<file path="src/logic/prs_pkg.sv">
/*
 * Constants, types and carriers of the pixel readout sequencer.
 * Assumes a 100 MHz readout clock and an APB register port.
 */
package prs_pkg;
   // -----------------------------------------------------------------
   // Register map
   // -----------------------------------------------------------------
   localparam logic [11:0] ADDR_MODE = 12'h000;
   localparam logic [11:0] ADDR_STAT = 12'h004;
   localparam logic [4:0] MODE_RST = 5'h14;
   localparam int MODE_TEST_BIT = 0;
   localparam int MODE_SERIAL_BIT = 2;
   localparam int MODE_MARK_BIT = 4;

   // -----------------------------------------------------------------
   // Timing and geometry
   // -----------------------------------------------------------------
   localparam int CLK_MHZ = 100;
   localparam int PIX_MHZ = 10;
   localparam logic [3:0] SLOTS = 4'(CLK_MHZ / PIX_MHZ);
   localparam logic [3:0] SLOT_LAST = 4'(SLOTS - 4'h1);
   localparam logic [3:0] SLOT_HALF = 4'(SLOTS / 4'h2);
   localparam logic [3:0] SLOT_FILL0 = 4'h2;
   localparam logic [2:0] START_LAT = 3'h4;
   localparam logic [6:0] ROW_TOP = 7'h7F;
   localparam logic [6:0] POS_PX0 = 7'h02;
   localparam logic [6:0] POS_LAST = 7'h41;
   localparam logic [3:0] PAR_LEFT_PAT = 4'h9;
   localparam logic [7:0] SER_TST_LEFT = 8'h15;
   localparam logic [7:0] SER_TST_HIGH = 8'h69;

   // -----------------------------------------------------------------
   // Types
   // -----------------------------------------------------------------
   typedef enum logic [2:0] {
      SRC_IDLE = 3'h0, SRC_PIXEL = 3'h1, SRC_DUMMY_HI = 3'h2,
      SRC_DUMMY_LO = 3'h3, SRC_TEST_HI = 3'h4, SRC_TEST_LO = 3'h5,
      SRC_FILLER_PAD = 3'h6
   } prs_src_e;
   typedef enum logic [2:0] {
      ST_IDLE = 3'b001, ST_WAIT = 3'b010, ST_RUN = 3'b100
   } prs_state_e;
   typedef struct packed {
      logic left_subframe;
      prs_src_e src;
      logic [2:0] filler;
      logic [6:0] row;
      logic [5:0] col;
   } prs_serial_s;
   typedef struct packed {
      prs_src_e left_src;
      prs_src_e right_src;
      logic [6:0] row;
      logic [5:0] col;
   } prs_par_s;
endpackage

</file>
<file path="src/logic/prs_sequencer.sv">
/*
 * Pixel readout sequencer: orders analogue samples of two subframes
 * on a serial and a parallel stream, with markers and an APB port.
 * Assumes sync_token is asynchronous and the analogue mux decodes
 * the source codes.
 */
`timescale 1ns/100ps
module prs_sequencer (
   input wire logic clock,
   input wire logic sys_rst,
   input wire logic sync_token,
   input wire logic [11:0] paddr,
   input wire logic psel,
   input wire logic penable,
   input wire logic pwrite,
   input wire logic [31:0] pwdata,
   output logic [31:0] prdata,
   output logic pready,
   output logic pslverr,
   output prs_pkg::prs_serial_s serial_sel,
   output prs_pkg::prs_par_s parallel_sel,
   output logic divided_pixel_clock,
   output logic pixel_sample_marker,
   output logic row_end_marker,
   output logic frame_end_marker
);
   // -----------------------------------------------------------------
   // State
   // -----------------------------------------------------------------
   logic [2:0] sync_ff_q;
   logic sync_lvl_q;
   logic armed_q;
   prs_pkg::prs_state_e state_q;
   logic [3:0] slot_q;
   logic [2:0] lat_q;
   logic [6:0] row_q;
   logic [6:0] pos_q;
   logic first_frame_q;
   logic [2:0] tidx_q;
   logic [4:0] cfg_q;
   logic [4:0] mode_q;

   // -----------------------------------------------------------------
   // Decode
   // -----------------------------------------------------------------
   wire pix_tick = slot_q == prs_pkg::SLOT_LAST;
   wire [3:0] slot_nx = pix_tick ? 4'h0 : 4'(slot_q + 4'h1);
   wire run = state_q == prs_pkg::ST_RUN;
   wire start_w = state_q == prs_pkg::ST_IDLE && pix_tick && armed_q &&
      !sync_lvl_q;
   wire go_run = state_q == prs_pkg::ST_WAIT && pix_tick &&
      lat_q == 3'(prs_pkg::START_LAT - 3'h1);
   wire row_done = pos_q == prs_pkg::POS_LAST;
   wire test_m = mode_q[prs_pkg::MODE_TEST_BIT];
   wire ser_m = mode_q[prs_pkg::MODE_SERIAL_BIT];
   wire mark_all = mode_q[prs_pkg::MODE_MARK_BIT];
   wire active = pos_q >= prs_pkg::POS_PX0;
   wire real_slot = slot_q < prs_pkg::SLOT_FILL0;
   wire [5:0] col_w = 6'(prs_pkg::POS_LAST - pos_q);
   wire [1:0] pidx = 2'(pos_q - prs_pkg::POS_PX0);
   wire par_hi = prs_pkg::PAR_LEFT_PAT[pidx];
   wire tst_left = prs_pkg::SER_TST_LEFT[tidx_q];
   wire tst_hi = prs_pkg::SER_TST_HIGH[tidx_q];
   wire tst_step = run && ser_m && test_m && active && real_slot;

   // Dummies lead every row, in normal and test mode alike
   wire prs_pkg::prs_src_e head_src = pos_q == 7'h00 ?
      prs_pkg::SRC_DUMMY_HI : prs_pkg::SRC_DUMMY_LO;
   wire prs_pkg::prs_src_e ser_src = !run ? prs_pkg::SRC_IDLE :
      !real_slot ? prs_pkg::SRC_FILLER_PAD :
      !active ? head_src :
      !test_m ? prs_pkg::SRC_PIXEL :
      tst_hi ? prs_pkg::SRC_TEST_HI : prs_pkg::SRC_TEST_LO;
   wire ser_left = real_slot && (test_m && active ? tst_left :
      slot_q == 4'h0);
   wire [2:0] filler_w = real_slot ? 3'h0 :
      3'(4'h9 - slot_q);
   wire prs_pkg::prs_src_e par_l = !run ? prs_pkg::SRC_IDLE :
      !active ? head_src : !test_m ? prs_pkg::SRC_PIXEL :
      par_hi ? prs_pkg::SRC_TEST_HI : prs_pkg::SRC_TEST_LO;
   wire prs_pkg::prs_src_e par_r = !run ? prs_pkg::SRC_IDLE :
      !active ? head_src : !test_m ? prs_pkg::SRC_PIXEL :
      par_hi ? prs_pkg::SRC_TEST_LO : prs_pkg::SRC_TEST_HI;
   wire first_pix = first_frame_q && row_q == prs_pkg::ROW_TOP &&
      pos_q == 7'h00;
   wire mark_w = run && (mark_all ? slot_q == 4'h0 : first_pix);

   // -----------------------------------------------------------------
   // Sync token input and pixel clock divider
   // -----------------------------------------------------------------
   always_ff @(posedge clock or posedge sys_rst) begin
      if (sys_rst) begin
         sync_ff_q <= 3'h0;
         sync_lvl_q <= 1'b0;
         // Parked at the wrap so the first high phase is full
         slot_q <= prs_pkg::SLOT_LAST;
         divided_pixel_clock <= 1'b0;
      end else begin
         sync_ff_q <= {sync_ff_q[1:0], sync_token};
         if (sync_ff_q[1] == sync_ff_q[2])
            sync_lvl_q <= sync_ff_q[2];
         slot_q <= slot_nx;
         divided_pixel_clock <= slot_nx < prs_pkg::SLOT_HALF;
      end
   end

   // -----------------------------------------------------------------
   // Frame sequencer
   // -----------------------------------------------------------------
   always_ff @(posedge clock or posedge sys_rst) begin
      if (sys_rst) begin
         state_q <= prs_pkg::ST_IDLE;
         armed_q <= 1'b0;
         lat_q <= 3'h0;
         row_q <= prs_pkg::ROW_TOP;
         pos_q <= 7'h00;
         first_frame_q <= 1'b1;
         mode_q <= prs_pkg::MODE_RST;
      end else if (sync_lvl_q) begin
         state_q <= prs_pkg::ST_IDLE;
         armed_q <= 1'b1;
         first_frame_q <= 1'b1;
      end else begin
         case (state_q)
            prs_pkg::ST_IDLE: begin
               if (start_w) begin
                  state_q <= prs_pkg::ST_WAIT;
                  armed_q <= 1'b0;
                  lat_q <= 3'h0;
                  mode_q <= cfg_q;
               end
            end
            prs_pkg::ST_WAIT: begin
               if (go_run) begin
                  state_q <= prs_pkg::ST_RUN;
                  row_q <= prs_pkg::ROW_TOP;
                  pos_q <= 7'h00;
               end else if (pix_tick) begin
                  lat_q <= 3'(lat_q + 3'h1);
               end
            end
            prs_pkg::ST_RUN: begin
               if (pix_tick && row_done) begin
                  pos_q <= 7'h00;
                  row_q <= 7'(row_q - 7'h01);
                  if (row_q == 7'h00)
                     first_frame_q <= 1'b0;
               end else if (pix_tick) begin
                  pos_q <= 7'(pos_q + 7'h01);
               end
            end
            default: state_q <= prs_pkg::ST_IDLE;
         endcase
      end
   end

   // -----------------------------------------------------------------
   // Stream and marker outputs, one cycle behind the slot counter
   // -----------------------------------------------------------------
   always_ff @(posedge clock or posedge sys_rst) begin
      if (sys_rst) begin
         tidx_q <= 3'h0;
         serial_sel <= '0;
         parallel_sel <= '0;
         pixel_sample_marker <= 1'b0;
         row_end_marker <= 1'b0;
         frame_end_marker <= 1'b0;
      end else begin
         if (!run)
            tidx_q <= 3'h0;
         else if (tst_step)
            tidx_q <= 3'(tidx_q + 3'h1);
         serial_sel <= '{ser_left, ser_src, filler_w, row_q, col_w};
         parallel_sel <= '{par_l, par_r, row_q, col_w};
         pixel_sample_marker <= mark_w;
         row_end_marker <= run && row_done;
         frame_end_marker <= run && row_q == 7'h00;
      end
   end

   // -----------------------------------------------------------------
   // APB slave: no wait states, the answer comes in the first access cycle
   // -----------------------------------------------------------------
   wire apb_setup = psel && !penable;
   wire apb_done = psel && penable && pready;
   wire hit_mode = paddr == prs_pkg::ADDR_MODE;
   wire hit_stat = paddr == prs_pkg::ADDR_STAT;
   wire [31:0] rd_w = hit_mode ? {27'h0, cfg_q} :
      hit_stat ? {9'h0, state_q, row_q, 6'h0, pos_q} : 32'h0;

   always_ff @(posedge clock or posedge sys_rst) begin
      if (sys_rst) begin
         cfg_q <= prs_pkg::MODE_RST;
         pready <= 1'b0;
         pslverr <= 1'b0;
         prdata <= 32'h0;
      end else begin
         pready <= apb_setup;
         pslverr <= apb_setup && !hit_mode && !hit_stat;
         prdata <= apb_setup && !pwrite ? rd_w : 32'h0;
         if (apb_done && pwrite && hit_mode)
            cfg_q <= pwdata[4:0];
      end
   end

   // -----------------------------------------------------------------
   // Checks
   // -----------------------------------------------------------------
   wire run_ser = run && ser_m && !sync_lvl_q;
endmodule

</file>
<file path="config.mk">
export PLATFORM = sky130hd
export DESIGN_NAME = prs_sequencer
export DESIGN_NICKNAME = d
export VERILOG_FILES = /design/src/logic/prs_pkg.sv /design/src/logic/prs_sequencer.sv
export SDC_FILE = /design/constraint.sdc
export NUM_CORES = 1
export LEC_CHECK = 0
export BUFFER_PORTS_ARGS = -buffer_cell sky130_fd_sc_hd__buf_2
export CAP_MARGIN = 20
export CORE_ASPECT_RATIO = 1.2
export CORE_MARGIN = 5
export CORE_UTILIZATION = 46
export CTS_BUF_LIST = sky130_fd_sc_hd__clkbuf_16
export DETAILED_ROUTE_END_ITERATION = 8
export PLACE_DENSITY = 0.73
export SETUP_SLACK_MARGIN = 0.05
export SLEW_MARGIN = 30
export SYNTH_ARGS = -nofsm -noshare
export SYNTH_HDL_FRONTEND = slang
export SYNTH_SLANG_ARGS = --single-unit
</file>
<file path="constraint.sdc">
create_clock -name clock -period 3.1 [get_ports clock]
set_input_delay 0.93 -clock clock [delete_from_list [all_inputs] [get_ports clock]]
set_output_delay 0.93 -clock clock [all_outputs]
set_load 0.1 [all_outputs]
</file>
## Yosys cells after proc, flatten, opt, wreduce, memory -nomap -nowiden

Memories as Yosys holds them, arrays and structs flattened.
Cells that the tools add are included.

- Equality and inequality tests: 19
- Bitwise logic cells: 1
- Magnitude comparators: 5
- Add/subtract/negate cells: 8
- Multiplexer cells: 49
- Reductions and logical operators: 48

Operators by type and width:

| kind | count |
|---|---|
| 23-bit two-way mux | 3 |
| 3-bit two-way mux | 19 |
| 7-bit two-way mux | 5 |
| 7-bit case mux with 2 select lines | 2 |
| 1-bit logical AND | 25 |
| 1-bit two-way mux | 16 |
| 7-bit equality test (second input constant) | 2 |
| 7-bit logical NOT | 2 |
| 2-bit nonzero test | 7 |
| 12-bit by 3-bit equality test with 1-bit output (second input constant) | 1 |
| 12-bit logical NOT | 1 |
| 2-bit inequality test (second input constant) | 5 |
| 3-bit case mux with 3 select lines | 1 |
| 3-bit AND reduction | 3 |
| 4-bit AND reduction | 2 |
| 7-bit by 1-bit adder with 7-bit output (second input constant) | 1 |
| 7-bit by 2-bit greater-or-equal comparator with 1-bit output (second input constant) | 1 |
| 7-bit by 1-bit subtractor with 7-bit output (second input constant) | 1 |
| 3-bit by 1-bit adder with 3-bit output (second input constant) | 2 |
| 3-bit by 2-bit equality test with 1-bit output (second input constant) | 2 |
| 3-bit inequality test (second input constant) | 2 |
| 3-bit case mux with 2 select lines | 1 |
| 1-bit by 6-bit subtractor with 6-bit output (first input constant) | 1 |
| 1-bit logical NOT | 5 |
| 19 further kinds | 20 |

- Word-level logic and storage cells: 158
- Memories kept: 2
- Flip-flop bits (word level): 98
- Output and inout port bits: 77
- Memory bits (read-only): 16

Memories:

| name | words | bits a word | read ports | clocked after Yosys merged registers in | write ports | RTL line | text |
|---|---|---|---|---|---|---|---|
| (name not given) | 8 | 1 | 1 | 0 | 0 | prs_sequencer.sv:63 | `wire tst_hi = prs_pkg::SER_TST_HIGH[tidx_q];` |
| (name not given) | 8 | 1 | 1 | 0 | 0 | prs_sequencer.sv:62 | `wire tst_left = prs_pkg::SER_TST_LEFT[tidx_q];` |

## Longest topological paths before layout

Gate-level depths: netlist of the first run.

- Depth after elaboration: 7
- Depth in mapped cells: 8
- Gate-level depth less buffers: 6

## Least setup slack after synthesis of the first run

No wires, ideal clock.

- Path type: input -> register
- Start point: input paddr[11]
- End point: register cfg_q[0]
- Stages on the path: 4
- Data arrival time: 2.184 ns
- Data required time: 2.975 ns
- Path buffers: 0
- Slack: 0.791 ns
- Library setup time: 0.125 ns
- Cell sequence: nor4_1 > nand3_1 > nor3_2 > mux2_2

- Word-level cells in the longest chain between the ends: 2

RTL lines:

| element | RTL line | text |
|---|---|---|
| start: declaration | prs_sequencer.sv:12 | `input wire logic [11:0] paddr,` |
| 12-bit logical NOT | prs_sequencer.sv:186 | `wire hit_mode = paddr == prs_pkg::ADDR_MODE;` |
| 1-bit logical AND | prs_sequencer.sv:201 | `if (apb_done && pwrite && hit_mode)` |
| end signal: assignment | prs_sequencer.sv:193 | `cfg_q <= prs_pkg::MODE_RST;` |
| end signal: assignment | prs_sequencer.sv:202 | `cfg_q <= pwdata[4:0];` |
| end: declaration | prs_sequencer.sv:40 | `logic [4:0] cfg_q;` |

Every way passes these cells.
A chain may end at the register's enable or synchronous reset.

## Final worst setup path of the first run

Ends and elaborated chain as after synthesis.

==> results of run 1 <==
==> state kept, by name, summed over array words and instances, names as in the netlist, 4 cells and up <==
register and cells:
parallel_sel 17, serial_sel 7, prdata 17, cfg_q 5
slot_q 4, pos_q 7, row_q 7
==> worst max-delay path, cell delays in order <==
cell and delay (ns):
buf_2 0.10, nor4_1 0.37, nand3_1 0.26, nor3_2 0.39, mux2_2 0.37
==> power by group <==
group / internal, mW / total, mW / switching [mW] / leakage, nW
combinational: 0.0221 / 0.146 / 0.124 / 1.12
clock: 0.529 / 0.936 / 0.408 / 0.141
sequential: 1.16 / 1.16 / 0.00450 / 1.15
total: 1.71 / 2.24 / 0.536 / 2.41
==> cell type report <==
type	instances	share of cell area, %
timing repair buffer	88	9.936
sequential	88	47.66
clock buffer	9	4.834
multi-input combinational	222	32.44
inverter	15	1.289
clock inverter	7	0.6982
tap	117	3.142
==> worst min-delay path by stage <==
| stage | startpoint | end |
|---|---|---|
| after floorplan | sync_ff_q[0] | sync_ff_q[1] |
| after global placement | sync_ff_q[0] | sync_ff_q[1] |
| after detailed placement | sync_ff_q[0] | sync_ff_q[1] |
| after CTS | sync_ff_q[0] | sync_ff_q[1] |
| after global routing | sync_ff_q[0] | sync_ff_q[1] |
| final | sync_ff_q[0] | sync_ff_q[1] |
==> per-layer routing <==
metal	up-vias	wire length, µm	global-route usage [%]
met5	-	0	0
met4	0	182	8.181
met2	98	4020	25.32
li1	1329	-	-
met3	17	368	2.212
met1	1324	3300	18.52
==> logic make-up (layout without fill, tap and decap cells) <==
group | Yosys count | after routing | synth area share [%]
simple gates | 115 | 115 | 16.65
xor+xnor | 7 | 7 | 1.525
other cells | 1 | 15 | 0.09325
compound gates | 54 | 54 | 8.992
fa+ha+maj | 17 | 17 | 5.227
flops | 88 | 88 | 55.23
mux | 14 | 14 | 3.796
buf+inv | 59 | 119 | 8.494
==> cell usage after synthesis (2+ instances only) <==
library cell  count  share of area [%]
clkbuf_1         10               0.93
nand4_1           5               0.78
buf_4            31                5.8
mux2i_1           4                1.0
nand2b_1          5               0.78
a31o_2            2               0.44
nor2b_1           3               0.47
a41oi_1           2               0.44
a31oi_1           6               0.93
and3_1            2               0.31
mux2_2           10                2.8
nand2_1          17                1.6
nor2_1           24                2.2
o211ai_1          2               0.37
buf_2             3               0.37
nor3b_1           4               0.75
inv_1            15                1.4
nand3_1          11                1.4
o31ai_1           6                1.1
xor2_1            2               0.44
nor3_1            6               0.75
ha_1             16                5.0
or4_1             3               0.56
and4_1            2               0.44
xnor2_1           5                1.1
and2_1           15                2.3
a22o_1            5                1.1
a21oi_1          13                1.6
nor4_2            3               0.93
nor4_1            3               0.47
dfrtp_1          73                 45
o2111ai_1         2               0.44
and3b_1           3               0.65
dfstp_2          15                9.8
o21ai_0           7               0.87
a211oi_1          4               0.75
==> cell usage in the layout, fill, tap and decap left out, types with 6 or more instances in the layout <==
master / netlist / final
nor2_1: 24 / 24
nand3_1: 11 / 11
conb_1: 1 / 15
clkbuf_16: 0 / 9
o31ai_1: 6 / 6
o21ai_0: 7 / 7
inv_1: 15 / 16
nor3_1: 6 / 6
ha_1: 16 / 16
dfrtp_1: 73 / 73
and2_1: 15 / 15
a21oi_1: 13 / 13
mux2_2: 10 / 10
dfstp_2: 15 / 15
nand2_1: 17 / 17
a31oi_1: 6 / 6
buf_2: 3 / 84
==> through the flow <==
step | cells | hold WS [ns] | power, mW | util, %
after floorplan | 369 | 0.3312 | 1.313 | -
after global placement | 530 | 0.3320 | 1.325 | 51.40
after detailed placement | 530 | 0.3379 | 1.327 | 51.40
after CTS | 546 | 0.3511 | 2.263 | 54.40
after global routing | 546 | 0.3582 | 2.330 | 54.40
final | 546 | 0.3500 | 2.242 | 54.40
==> flow_summary.ini, run 1 <==
[global_route]
antenna_found_initial = 0
grt_max_degree = 89
grt_pass1_vias = 2693
track_usage_pct = 15.13
overflow = 0
grt_pass1_wl_mm = 12.63

[logic_synthesis]
synthFlopType = dfrtp_1
synth.avg_cell_area_um2 = 11.33
synth-edff-count = 0
async_flop_share_pct = 100.0
synth.yosys.seq_area_share_pct = 55.23
ys_ff_latch = 88
synth_cells = 355
syn_area_um2 = 4021
yosys_warnings = 0
yosysUniqueCellTypes = 52

[worst_setup_path]
startpoint = paddr[11]
r2r_start = pos_q[3]
setup.worst_path.end_class = register
crit_end = cfg_q[0]
regToRegSetupSlack_ns = 0.99
reg2reg_depth = 4
critPathKind = in2reg
r2r_end = row_q[0]
crit_fanout = 5
required_ns = 3.32
cp-start-kind = primary input
cp.arrival_ns = 2.43

[hold_path]
hold_path_depth = 0
hold_path_class = reg2reg

[timing]
post-route-min-period_ns = 2.208
relSlewSlack_pct = 42.56
worst_slack_ns = 0.8924
slew_viol_final = 0
skew_ns = 0.007178
tns_ns = 0
setup_viol = 0
period_share_pct = 71.21
worst_slew_pin_slew_ns = 0.8577
grt_setup_unrepaired = false
finalHoldViolCount = 0
fmax_mhz = 453.0

[clocking]
clk_root_buffer_cell = clkbuf_16
cts-resized-gates = 0
cts_max_level = 3
post_cts_buffers = 0
cts.clk_slew.worst_paths_ns = 0.06
cts_made_buffers = 9
clock_latency_ns = 0.34
cts_buffer_depth = 2
cts_tree = done
clkSinkCount = 88
cts_hold_buf = 0

[run]
maxCapViolCount = 0

[die]
die_area_um2 = 10720
initial_core_util_pct = 46.95
boundaryPins = 127
die_y_um = 112.4
core-area_um2 = 8564
fp.dieW_um = 95.35
rows = 37

[final_layout]
drive_gt1_share_pct = 32.17
antenna_cells = 0
regArea_um2 = 2221
final_net_count = 490
syn_to_final_growth_pct = 15.87
final_cell_area_um2 = 4659
multiInputGateArea_um2 = 1511
nFillCells = 747

[placement]
preCtsSetupSlack_ns = 0.5074
dpl_cell_area_um2 = 4402
finalWeightedCongestion = 0.8144
place_hpwl_mm = 5.720
io_buffer_count = 84

[detailed_routing]
via_count = 2768
ant_nets = 0
wl_per_cell_um = 14.42
vias_per_cell = 5.070
drtIter0Drc = 131
drc = 0
wl_mm = 7.872
dr.pass1.iters = 5

[power_and_ir_drop]
irDropWorstVdd_uv = 315.9
power.leakage_nw = 2.414
power_density_nw_per_um2 = 481.1

[status]
outcome = complete, no violations
No activity file was read; power rests on OpenSTA's default activity.
==> run 2: changes to the inputs <==
--- a/config.mk
+++ b/config.mk
@@ -9,10 +9,10 @@
 export CAP_MARGIN = 20
 export CORE_ASPECT_RATIO = 1.2
 export CORE_MARGIN = 5
-export CORE_UTILIZATION = 46
+export CORE_UTILIZATION = 51
 export CTS_BUF_LIST = sky130_fd_sc_hd__clkbuf_16
 export DETAILED_ROUTE_END_ITERATION = 8
-export PLACE_DENSITY = 0.73
+export PLACE_DENSITY = 0.77
 export SETUP_SLACK_MARGIN = 0.05
 export SLEW_MARGIN = 30
 export SYNTH_ARGS = -nofsm -noshare
==> constraint.sdc (replaced) <==
create_clock -name clock -period 2.1 [get_ports clock]
set_input_delay 0.63 -clock clock [delete_from_list [all_inputs] [get_ports clock]]
set_output_delay 0.63 -clock clock [all_outputs]
set_load 0.1 [all_outputs]
==> run 2 against run 1 <==
Sequential power increased by 47%; count of clock-buffer cells in the layout unchanged; register-to-register slack got worse by 0.84 ns; final cell count decreased by 1.5%; worst hold slack improved by 0.0011 ns; setup slack got worse by 0.74 ns; largest power group unchanged.
==> flow_summary.ini, run 2 (synthesis gave the netlist of run 1 again) <==
[status]
outcome = complete, no violations

[global_route]
grt_max_degree = 89
grt_pass1_vias = 2869
overflow = 0
grt_pass1_wl_mm = 13.85
antenna_found_initial = 0
use_met1_pct = 20.68
track_usage_pct = 17.57
met2_usage_pct = 30.26
grt_most_used_layer = met2
met3_usage_pct = 4.476

[detailed_routing]
dr.pass1.iters = 4
wl_mm = 8.203
via_count = 2866
drc = 0
wl_per_cell_um = 15.25
drtIter0Drc = 158
vias_per_cell = 5.327
ant_nets = 0

[power_and_ir_drop]
power_mw = 3.467
power.leakage_nw = 2.508
irDropWorstVdd_uv = 793.3
power_density_nw_per_um2 = 721.1

[final_layout]
regArea_um2 = 2221
multiInputGateArea_um2 = 1533
fin_cells = 538
drive_gt1_share_pct = 35.20
utilization_pct = 62.39
syn_to_final_growth_pct = 19.57
nFillCells = 596
layout_commonest_cell = buf_2
antenna_cells = 0
top_regs = parallel_sel x17, prdata x17
final_cell_mix = buf_2, dfrtp_1, nor2_1, buf_4, nand2_1
final_net_count = 507

[timing]
skew_ns = 0.006866
post-route-min-period_ns = 1.946
slew_viol_final = 0
finalHoldViolCount = 0
period_share_pct = 92.68
fmax_mhz = 513.8
tns_ns = 0
setup_viol = 0
hold_ws_ns = 0.3511
grt_setup_unrepaired = false

[worst_setup_path]
crit_fanout = 10
reg2reg_depth = 4
cp.arrival_ns = 2.20
required_ns = 2.35
cp-start-kind = register
critPathKind = reg2reg
setup.worst_path.end_class = register
regToRegSetupSlack_ns = 0.15

[clocking]
cts_tree = done
cts.clk_slew.worst_paths_ns = 0.06
cts_buffer_depth = 2
cts_hold_buf = 0
cts_max_level = 3
cts_made_buffers = 9
clkSinkCount = 88
post_cts_buffers = 0
clock_latency_ns = 0.33
clk_root_buffer_cell = clkbuf_16

[placement]
finalWeightedCongestion = 0.8453
post-place-cells = 522
place_hpwl_mm = 5.976
io_buffer_count = 84

[die]
fp.dieW_um = 91.06
die_y_um = 107.3
core-area_um2 = 7707
boundaryPins = 127
rows = 35
initial_core_util_pct = 52.18
die_area_um2 = 9768

[run]
maxCapViolCount = 0

[hold_path]
hold_path_class = reg2reg
hold_path_depth = 0
## run 2: cell types whose count changed in the layout (fill, tap and decap cells not counted), moves of 2 or more
cell / delta
clkinv_2: -4
clkinv_4: +2
clkinv_1: +2
buf_4: +17
## run 2: final timing paths
kind                              startpoint             end
max in group asynchronous            sys_rst       mode_q[4]
worst min register to register  sync_ff_q[0]    sync_ff_q[1]
min in group asynchronous            sys_rst  serial_sel[15]
worst max register to register    state_q[2]        row_q[6]
worst max-delay path              state_q[2]        row_q[6]
worst min-delay path            sync_ff_q[0]    sync_ff_q[1]
## run 2: layout make-up
| class | instances | share of cell area (%) |
|---|---|---|
| clock buffers | 9 | 4.684 |
| clock inverters | 7 | 1.327 |
| inverters | 15 | 1.249 |
| multi-input cells | 222 | 31.88 |
| flip-flops and latches | 88 | 46.19 |
| well taps | 92 | 2.394 |
| repair buffers | 105 | 12.28 |
## run 2: what timing repair did
item / 4_1_cts / 5_1_grt
hold endpoints to repair: 0 / 0
endpoints found under the setup margin: 0 / 14
resized for setup: 0 / 5
## run 2: power by group
| part | total (mW) | leakage, nW | switching, mW | internal, mW |
|---|---|---|---|---|
| logic | 0.225 | 1.21 | 0.189 | 0.0353 |
| registers | 1.71 | 1.15 | 0.00266 | 1.70 |
| clock network | 1.54 | 0.146 | 0.625 | 0.910 |
## run 2: through the flow
stage	area (µm²)	setup WS [ns]
floorplan	4078	0.09145
global placement	4498	-0.009910
detailed placement	4498	-0.1068
CTS	4787	0.05759
global route	4808	0.07708
finish	4808	0.1538
## run 2: metal layers
layer	part of all wire, %	wire, µm	up-vias
met5	0	0	-
met4	1.5	121	0
met3	6.6	545	13
met2	52	4300	100
met1	39	3236	1380
li1	-	-	1373
## run 2: worst max-delay path, stage by stage, from the launching register on
cell and delay (ns):
dfrtp_1 0.49, or3b_1 0.53, or4_4 0.53, o31ai_1 0.23
o21ai_1 0.09
